File: src/inc/pswc_pkg.sv
// Constants and types for the power-save and wake control block
// Functional notes
// Programmed fuse bit enables the watchdog
// Erased fuse reads one: watchdog on
// Watchdog overflow resets unless cleared first
// Fuse clear: software bit gates watchdog
// Overflow in Sleep wakes, sets both flags
// Four-bit level field sets detect threshold
// Reference-settled flag reported at bit 13
// Detector enabled only while enable bit set
// Power-save parameter selects Sleep or Idle
// Sleep stops clocks and oscillator
// Sleep exit on interrupt, reset, overflow
// Wake restarts previous clock source
// Crystal wake waits timer, lock, delays
// RC or external clock: base delay only
// Crystal kept in Sleep: base delay only
// Interrupt wake vectors and sets Sleep flag
// Resets wake; power-on clears Sleep flag
// Idle stops only the CPU clock
// Idle exit immediate, resumes next instruction
// Idle exit sets Idle flag except power-on
// Overflow in Idle wakes, sets both flags
// Configuration words 24 bits, low 16 used
// Watchdog counts on independent RC clock
package pswc_pkg;
   // Control register bit positions
   localparam int unsigned RC_IDLE_BIT = 2;
   localparam int unsigned RC_SLEEP_BIT = 3;
   localparam int unsigned RC_WATCHDOG_TIMEOUT_FLAG_BIT = 4;
   localparam int unsigned RC_SWDT_BIT = 5;
   localparam int unsigned RC_LVL_LSB = 8;
   localparam int unsigned RC_LVL_MSB = 11;
   localparam int unsigned RC_LOWVOLT_DETECT_ENABLE_BIT = 12;
   localparam int unsigned RC_REF_STABLE_FLAG_BIT = 13;
   localparam logic [15:0] RC_WR_MASK = 16'h1f3c;
   localparam logic [15:0] RC_RESET = 16'h0000;
   // Configuration word addresses
   localparam logic [23:0] CFG_OSC_ADDR = 24'hf80000;
   localparam logic [23:0] CFG_WDT_ADDR = 24'hf80002;
   localparam logic [23:0] CFG_BOR_ADDR = 24'hf80004;
   localparam logic [23:0] CFG_GS_ADDR = 24'hf8000a;
   localparam int unsigned CFG_WDTEN_BIT = 15;
   localparam int unsigned CFG_FOS_LSB = 8;
   localparam logic [15:0] CFG_ERASED = 16'hffff;
   // Timing
   localparam int unsigned CLK_MHZ = 250;
   localparam int unsigned BASE_DELAY_US = 10;
   localparam int unsigned BASE_DELAY_CYC = BASE_DELAY_US * CLK_MHZ;
   localparam int unsigned PWRT_US = 16000;
   localparam int unsigned PWRT_CYC = PWRT_US * CLK_MHZ;
   localparam int unsigned LOCK_US = 20;
   localparam int unsigned LOCK_CYC = LOCK_US * CLK_MHZ;
   // Oscillator source encodings
   localparam logic [2:0] OSC_LPXT = 3'h0;
   localparam logic [2:0] OSC_LOW_POWER_RC_OSC = 3'h2;
   localparam logic [2:0] OSC_PRI = 3'h3;
   localparam logic [2:0] OSC_FRC = 3'h1;
   // Power-save parameter
   localparam logic PS_SLEEP = 1'b0;
   localparam logic PS_IDLE = 1'b1;
   typedef enum logic [2:0] {
      PSWC_RUN, PSWC_SLEEP, PSWC_IDLE, PSWC_OSCWAIT, PSWC_DELAY
   } pswc_state_t;
endpackage

File: src/pswc_top.sv
// Power-save, wake sequencing, watchdog and low-voltage control
`timescale 1ns/1ps
`default_nettype none
module pswc_top
   import pswc_pkg::*;
#(
   parameter int unsigned WDT_BITS = 16,
   parameter int unsigned BASE_CYC = BASE_DELAY_CYC,
   parameter int unsigned PWRT_CYCLES = PWRT_CYC,
   parameter int unsigned LOCK_CYCLES = LOCK_CYC
)
(
   // Clock and reset
   input wire logic ref_clk_i,
   input wire logic rst_n_i,
   // Reset sources (pulses from reset logic)
   input wire logic por_i,
   input wire logic bor_i,
   input wire logic master_clear_pin_i,
   // CPU side
   input wire logic power_save_instr_exec_i,
   input wire logic power_save_instr_param_i,
   input wire logic wdt_clr_i,
   input wire logic irq_pending_i,
   input wire logic clk_switch_en_i,
   input wire logic [2:0] current_osc_sel_i,
   // Control register port
   input wire logic rc_we_i,
   input wire logic [15:0] rc_wdata_i,
   output logic [15:0] rc_rdata_o,
   // Configuration word table read
   input wire logic [23:0] cfg_addr_i,
   output logic [23:0] cfg_rdata_o,
   // Programmed fuse words
   input wire logic [15:0] fuse_osc_i,
   input wire logic [15:0] fuse_wdt_i,
   input wire logic [15:0] fuse_bor_i,
   input wire logic [15:0] fuse_gs_i,
   input wire logic fuse_valid_i,
   // Watchdog RC clock tick and analog status (asynchronous)
   input wire logic low_power_rc_osc_tick_i,
   input wire logic ref_settled_i,
   input wire logic ost_done_i,
   input wire logic pll_lock_i,
   input wire logic pll_used_i,
   // Clock and power outputs
   output logic cpu_clk_en_o,
   output logic periph_clk_en_o,
   output logic osc_en_o,
   output logic low_power_rc_osc_en_o,
   output logic fail_safe_clock_monitor_active_o,
   output logic lvd_en_o,
   output logic [3:0] lvd_level_o,
   output logic [2:0] wake_osc_sel_o,
   output logic wdt_reset_o,
   output logic vector_irq_o,
   output logic resume_o
);
   pswc_state_t state_ff;
   logic [15:0] rc_ff;
   logic [WDT_BITS-1:0] wdt_cnt_ff;
   logic [31:0] dly_ff;
   logic [2:0] wake_osc_ff;
   logic [2:0] sleep_osc_ff;
   logic wake_irq_ff;
   logic wake_por_ff;
   logic wdt_reset_ff;
   logic vector_ff;
   logic resume_ff;
   logic [2:0] tick_sync_ff;
   logic [1:0] bg_sync_ff;
   logic [1:0] ost_sync_ff;
   logic [1:0] lock_sync_ff;
   logic wdt_en;
   logic wdt_ovf;
   logic any_rst;
   logic is_crystal;
   logic lp_kept;

   // Input synchronisers; the edge detector looks only past the 1st stage
   always_ff @(posedge ref_clk_i)
   begin
      if (!rst_n_i)
      begin
         tick_sync_ff <= 3'h0;
         bg_sync_ff <= 2'h0;
         ost_sync_ff <= 2'h0;
         lock_sync_ff <= 2'h0;
      end
      else
      begin
         tick_sync_ff <= {tick_sync_ff[1:0], low_power_rc_osc_tick_i};
         bg_sync_ff <= {bg_sync_ff[0], ref_settled_i};
         ost_sync_ff <= {ost_sync_ff[0], ost_done_i};
         lock_sync_ff <= {lock_sync_ff[0], pll_lock_i};
      end
   end

   // Fuse invalid means erased: all ones, so watchdog on by default
   logic [15:0] watchdog_config_word;
   assign watchdog_config_word = fuse_valid_i ? fuse_wdt_i : CFG_ERASED;
   assign wdt_en = watchdog_config_word[CFG_WDTEN_BIT] | rc_ff[RC_SWDT_BIT];
   assign wdt_ovf = wdt_en && (&wdt_cnt_ff) && tick_sync_ff[2]
                    && !tick_sync_ff[1];
   assign any_rst = por_i | bor_i | master_clear_pin_i;

   // Counts edges of the free-running RC tick, not the system clock
   always_ff @(posedge ref_clk_i)
   begin
      if (!rst_n_i)
         wdt_cnt_ff <= '0;
      else if (!wdt_en || wdt_clr_i || wdt_ovf || any_rst)
         wdt_cnt_ff <= '0;
      else if (tick_sync_ff[2] && !tick_sync_ff[1])
         wdt_cnt_ff <= wdt_cnt_ff + 1'b1;
   end

   // Overflow resets the device only in the Run state
   always_ff @(posedge ref_clk_i)
   begin
      if (!rst_n_i)
         wdt_reset_ff <= 1'b0;
      else
         wdt_reset_ff <= wdt_ovf && (state_ff == PSWC_RUN);
   end

   assign is_crystal = (wake_osc_ff == OSC_PRI) || (wake_osc_ff == OSC_LPXT);
   // Low-power crystal kept alive through Sleep needs no restart wait
   assign lp_kept = (wake_osc_ff == OSC_LPXT) && (sleep_osc_ff == OSC_LPXT)
                    && !wake_por_ff;

   // Power-save state machine
   always_ff @(posedge ref_clk_i)
   begin
      if (!rst_n_i)
      begin
         state_ff <= PSWC_RUN;
         dly_ff <= '0;
         wake_osc_ff <= OSC_FRC;
         sleep_osc_ff <= OSC_FRC;
         wake_irq_ff <= 1'b0;
         wake_por_ff <= 1'b0;
      end
      else
      begin
         unique case (state_ff)
            PSWC_RUN:
               if (power_save_instr_exec_i)
               begin
                  sleep_osc_ff <= current_osc_sel_i;
                  state_ff <= (power_save_instr_param_i == PS_IDLE) ? PSWC_IDLE
                              : PSWC_SLEEP;
               end
            PSWC_SLEEP:
               if (irq_pending_i || any_rst || wdt_ovf)
               begin
                  wake_irq_ff <= irq_pending_i && !any_rst;
                  wake_por_ff <= por_i | bor_i;
                  // After power-on or brown-out the fuses pick the source
                  wake_osc_ff <= (por_i | bor_i || !clk_switch_en_i)
                     ? fuse_osc_i[CFG_FOS_LSB +: 3]
                     : current_osc_sel_i;
                  state_ff <= PSWC_OSCWAIT;
               end
            PSWC_IDLE:
               if (irq_pending_i || any_rst || wdt_ovf)
               begin
                  wake_irq_ff <= irq_pending_i && !any_rst;
                  state_ff <= PSWC_RUN;
               end
            PSWC_OSCWAIT:
               if (!is_crystal || lp_kept)
               begin
                  dly_ff <= BASE_CYC;
                  state_ff <= PSWC_DELAY;
               end
               else if (ost_sync_ff[1] && (!pll_used_i || lock_sync_ff[1]))
               begin
                  dly_ff <= BASE_CYC + PWRT_CYCLES
                            + (pll_used_i ? LOCK_CYCLES : 0);
                  state_ff <= PSWC_DELAY;
               end
            PSWC_DELAY:
               if (dly_ff <= 32'h1)
                  state_ff <= PSWC_RUN;
               else
                  dly_ff <= dly_ff - 32'h1;
            default:
               state_ff <= PSWC_RUN;
         endcase
      end
   end

   // One-cycle resume and vector pulses when the CPU clock comes back
   always_ff @(posedge ref_clk_i)
   begin
      if (!rst_n_i)
      begin
         vector_ff <= 1'b0;
         resume_ff <= 1'b0;
      end
      else
      begin
         vector_ff <= 1'b0;
         resume_ff <= 1'b0;
         if ((state_ff == PSWC_IDLE && (irq_pending_i || wdt_ovf
              || any_rst)) || (state_ff == PSWC_DELAY && dly_ff <= 32'h1))
         begin
            vector_ff <= (state_ff == PSWC_IDLE) ? irq_pending_i
                         : wake_irq_ff;
            resume_ff <= 1'b1;
         end
      end
   end

   // Control register: software bits plus hardware status flags
   logic [15:0] nxt_rc;
   always_comb
   begin
      nxt_rc = rc_ff;
      if (rc_we_i)
         nxt_rc = (rc_ff & ~RC_WR_MASK) | (rc_wdata_i & RC_WR_MASK);
      // Hardware sets win over a software clear in the same cycle
      if (state_ff == PSWC_SLEEP && (irq_pending_i || any_rst || wdt_ovf))
         nxt_rc[RC_SLEEP_BIT] = 1'b1;
      if (state_ff == PSWC_IDLE && (irq_pending_i || any_rst || wdt_ovf))
         nxt_rc[RC_IDLE_BIT] = 1'b1;
      if (wdt_ovf)
         nxt_rc[RC_WATCHDOG_TIMEOUT_FLAG_BIT] = 1'b1;
      if (por_i)
      begin
         nxt_rc[RC_SLEEP_BIT] = 1'b0;
         nxt_rc[RC_IDLE_BIT] = 1'b0;
      end
      nxt_rc[RC_REF_STABLE_FLAG_BIT] = bg_sync_ff[1];
   end

   always_ff @(posedge ref_clk_i)
   begin
      if (!rst_n_i)
         rc_ff <= RC_RESET;
      else
         rc_ff <= nxt_rc;
   end

   // Configuration words: upper byte reads zero
   logic [23:0] nxt_cfg;
   logic [23:0] cfg_ff;
   always_comb
   begin
      nxt_cfg = 24'h000000;
      unique case (cfg_addr_i)
         CFG_OSC_ADDR: nxt_cfg = {8'h00, fuse_osc_i};
         CFG_WDT_ADDR: nxt_cfg = {8'h00, watchdog_config_word};
         CFG_BOR_ADDR: nxt_cfg = {8'h00, fuse_bor_i};
         CFG_GS_ADDR: nxt_cfg = {8'h00, fuse_gs_i};
         default: nxt_cfg = 24'h000000;
      endcase
   end

   always_ff @(posedge ref_clk_i)
   begin
      if (!rst_n_i)
         cfg_ff <= 24'h000000;
      else
         cfg_ff <= nxt_cfg;
   end

   assign rc_rdata_o = rc_ff;
   assign cfg_rdata_o = cfg_ff;
   assign cpu_clk_en_o = (state_ff == PSWC_RUN);
   assign periph_clk_en_o = (state_ff == PSWC_RUN)
                            || (state_ff == PSWC_IDLE);
   // Low-power crystal may run through Sleep; the RC runs if watchdog on or selected; others stop
   assign osc_en_o = (state_ff != PSWC_SLEEP)
                     || (sleep_osc_ff == OSC_LPXT);
   assign low_power_rc_osc_en_o = wdt_en || (state_ff != PSWC_SLEEP)
                      || (sleep_osc_ff == OSC_LOW_POWER_RC_OSC);
   assign fail_safe_clock_monitor_active_o = (state_ff != PSWC_SLEEP);
   assign lvd_en_o = rc_ff[RC_LOWVOLT_DETECT_ENABLE_BIT];
   assign lvd_level_o = rc_ff[RC_LVL_MSB:RC_LVL_LSB];
   assign wake_osc_sel_o = wake_osc_ff;
   assign wdt_reset_o = wdt_reset_ff;
   assign vector_irq_o = vector_ff;
   assign resume_o = resume_ff;
endmodule // pswc_top
`default_nettype wire

File: config.mk
export PLATFORM = sky130hd
export DESIGN_NAME = pswc_top
export DESIGN_NICKNAME = d
export VERILOG_FILES = /design/src/inc/pswc_pkg.sv /design/src/pswc_top.sv
export SDC_FILE = /design/constraint.sdc
export NUM_CORES = 1
export LEC_CHECK = 0
export BUFFER_PORTS_ARGS = -buffer_cell sky130_fd_sc_hd__buf_2
export CAP_MARGIN = 20
export CELL_PAD_IN_SITES_DETAIL_PLACEMENT = 0
export CELL_PAD_IN_SITES_GLOBAL_PLACEMENT = 2
export CORE_ASPECT_RATIO = 0.5
export CORE_MARGIN = 4
export CORE_UTILIZATION = 28
export DETAILED_ROUTE_END_ITERATION = 8
export MAX_ROUTING_LAYER = met4
export PLACE_DENSITY = 0.82
export SLEW_MARGIN = 30
export SYNTH_ARGS = -nofsm -noshare
export SYNTH_HDL_FRONTEND = slang
export SYNTH_SLANG_ARGS = --single-unit
File: constraint.sdc
create_clock -name ref_clk_i -period 3.2 [get_ports ref_clk_i]
set_input_delay 0.64 -clock ref_clk_i [delete_from_list [all_inputs] [get_ports ref_clk_i]]
set_output_delay 0.64 -clock ref_clk_i [all_outputs]
set_load 0.005 [all_outputs]
==> summary.md <==
| Metric | Value |
|---|---|
| Area share of the largest cell type after synthesis | between 30% and 40% |
| 1st-iter DRT viols | 272 |
| CTS Buffer Depth | 2 |
| FFs w/ async S/R, synth | 0% |
| Post-synthesis sequential area ratio | a little under two fifths |
| Slew Limit Fails | 0 |
| R2R setup slack | a little over 0.4 ns |
| Fin Hold WS | between 0.4 and 0.5 ns |
| Leak | 2.80 nW |
| IO buf count | between 150 and 200 |
| Period minus WS final | about 2.8 ns |
| Fin worst setup slack | a little over 0.4 ns |
| Slew HR | between 50% and 60% |
| Worst min-delay path category | flop to flop |
| Layout cells sized above 1 | between 20 and 30% |
| Post-Syn Area | 5170 µm² |
| Count of cell types in the netlist | 68 |
| Largest cells by area after synthesis | dfxtp_1 (38%), mux2i_1 (7.2%), nor2_1 (4.9%), buf_4 (2.8%), nand3_1 (2.7%) |
| Clk Latency, worst-skew pair | 0.34 ns |
| Synth area leader | dfxtp_1 |
| DR pass1 iterations | 4 |
| Largest net degree at the start of global routing | between 50 and 60 |
| Worst Tran Pin Value | about 0.71 ns |
| Num CTS Buffers | 9 |
| Setup crit start kind | flop |
| Die W | ~200 µm |
| Mean Syn Cell Area | between 8 and 9 µm² |
| Initial antenna violation count | 1 |
| IO Count | 180 |
| # resized after CTS | 0 |
| H-tree levels | 3 |
| Outcome | complete, no violations |
| # rows | 34 |
| Ys Warns | 0 |
| Top_reg_cell synth | dfxtp_1 |
| Clk slew on worst S/H paths | ~0.070 ns |
| Place WS | 0.450 ns |
| Post-synth EDFFs | 0 |
| Peak fanout along the critical path | 19 |
| FF+latch count, synth | a little under 100 |
| Postcts setup bufs | 0 |
| Final GP Congestion | a little over 0.8 |
| GR Overflow Total | 0 |
| GR Util All Layers | between 15 and 20% |
| Max-cap violations | 0 |
| CP Class | flop to flop |
| Worst Path Required | between 3 and 4 ns |
| Final Power | 0.00333 W |
| Antenna viol nets, final | 0 |
| Vias | approximately 5100 |
| Hold Path Stages | 1 |
| Chip Height | roughly 100 µm |
| Clock Sinks | between 90 and 100 |
| First-pass GRT wire length | 25900 µm |
| Hold Vio Cnt, Final | 0 |
| Initial Util | between 20 and 30% |
| Top cells by count, synth | dfxtp_1 (97), nor2_1 (68), mux2i_1 (37), nand2_1 (36), clkbuf_1 (29) |
| DIE AREA | ~21000 µm² |
| Critical path arrival | roughly 3.1 ns |
| CTS tree | done |
| Worst setup EP type | flop |
| Routed WL | around 16000 µm |
| Final nets | about 880 |
| PD cells | a little over 500 nW/µm² |
| Fmax | 359 MHz |
| FF-to-FF path depth | 6 |
| Clock Skew | 0.00629 ns |
| Core area | 17700 µm² |
| Final Util | 36.2% |
| Vias per inst | 5.07 |
| RSZ-0062 raised after global routing | false |
| Syn-to-layout area delta | 24.2% |
| Cells after Synth | 609 |
| Most common cell in the netlist | dfxtp_1 |
| Avg WL per Cell | about 16 µm |
| Final setup viols | 0 |
| Cts hold-fix bufs | 0 |
| Root Buffer | clkbuf_16 |
| Fin crit share | 87.1% |
| Residual DRC | 0 |
| VDD IR max | 0.292 mV |
| Setup TNS Final | 0 ns |
| Vias in the first global route | between 4000 and 5000 |
| Dpl hpwl | 12000 µm |
| Fillers | roughly 1800 |
## registers in the layout (all words and copies together) (netlist names), 2 cells and up
name,count
dly_ff,32
cfg_rdata_o,16
wdt_cnt_ff,16
rc_rdata_o,10
sleep_osc_ff,3
state_ff,3
tick_sync_ff,3
wake_osc_sel_o,3
bg_sync_ff,2
lock_sync_ff,2
ost_sync_ff,2
## cells in the final DEF, fill, tap and decap left out, types with 8 or more instances in the layout
| cell type | synthesis | final |
|---|---|---|
| or4_1 | 9 | 9 |
| xor2_1 | 10 | 10 |
| nor4_1 | 12 | 12 |
| o22a_1 | 16 | 16 |
| or2_2 | 11 | 11 |
| and2_1 | 12 | 12 |
| o22ai_1 | 20 | 20 |
| nand3_1 | 28 | 28 |
| clkbuf_16 | 0 | 9 |
| o2111ai_1 | 8 | 8 |
| a21oi_1 | 27 | 27 |
| mux2i_1 | 37 | 37 |
| or3_1 | 9 | 9 |
| conb_1 | 1 | 14 |
| inv_1 | 10 | 10 |
| and3_1 | 8 | 8 |
| buf_4 | 19 | 18 |
| nor3_1 | 17 | 17 |
| buf_2 | 2 | 158 |
| nand2_1 | 36 | 36 |
| o21ai_0 | 17 | 17 |
| nor2_1 | 68 | 68 |
| dfxtp_1 | 97 | 97 |
## area by class of cell
cell class,count,area (µm²),area share (%)
multi-input cells,461,2950,45.9
flip-flops and latches,97,1940,30.2
repair buffers,176,926,14.4
well taps,234,293,4.56
clock buffers,11,233,3.62
clock inverters,5,41.3,0.642
inverters,11,41.3,0.642
diodes,1,2.50,0.0389
## through the flow
stage / instances / cell area [µm²]
floorplan: 622 / 5220
global placement: 979 / 6150
detailed placement: 979 / 6150
CTS: 995 / 6420
global route: 996 / 6430
finish: 996 / 6430
## where the power goes
part	internal, W	switching, W	leakage [nW]
logic	0.000388	0.000577	1.89
registers	0.00127	0.0000694	0.787
clock network	0.000534	0.000490	0.126
total	0.00220	0.00114	2.80
## cells by family after synthesis
kind of cell | synth area share, %
xor+xnor | 2.54
mux | 7.37
buf+inv | 6.50
other cells | 0.0725
simple gates | 24.9
fa+ha+maj | 0.725
flops | 37.5
compound gates | 20.4
## critical path: stages (launching register included)
cell,delay [ns]
dfxtp_1,0.37
or4_1,0.65
or4_1,0.61
o31ai_4,0.30
buf_4,0.27
and2_4,0.30
o221a_2,0.22
## final timing paths
path | startpoint | end
worst min register to register | ost_sync_ff[0] | ost_sync_ff[1]
worst max register to register | dly_ff[20] | dly_ff[11]
worst min-delay path | ost_sync_ff[0] | ost_sync_ff[1]
worst max-delay path | dly_ff[20] | dly_ff[11]
## metal layers
metal / vias to the layer above / wire length [µm] / global-route usage (%)
met4: 0 / 128 / 3.34
li1: 2531 / - / -
met5: - / 0 / -
met2: 133 / 7900 / 26.2
met3: 13 / 845 / 4.05
met1: 2375 / 7370 / 18.4
Note: power is estimated with default switching activity, not from simulation.
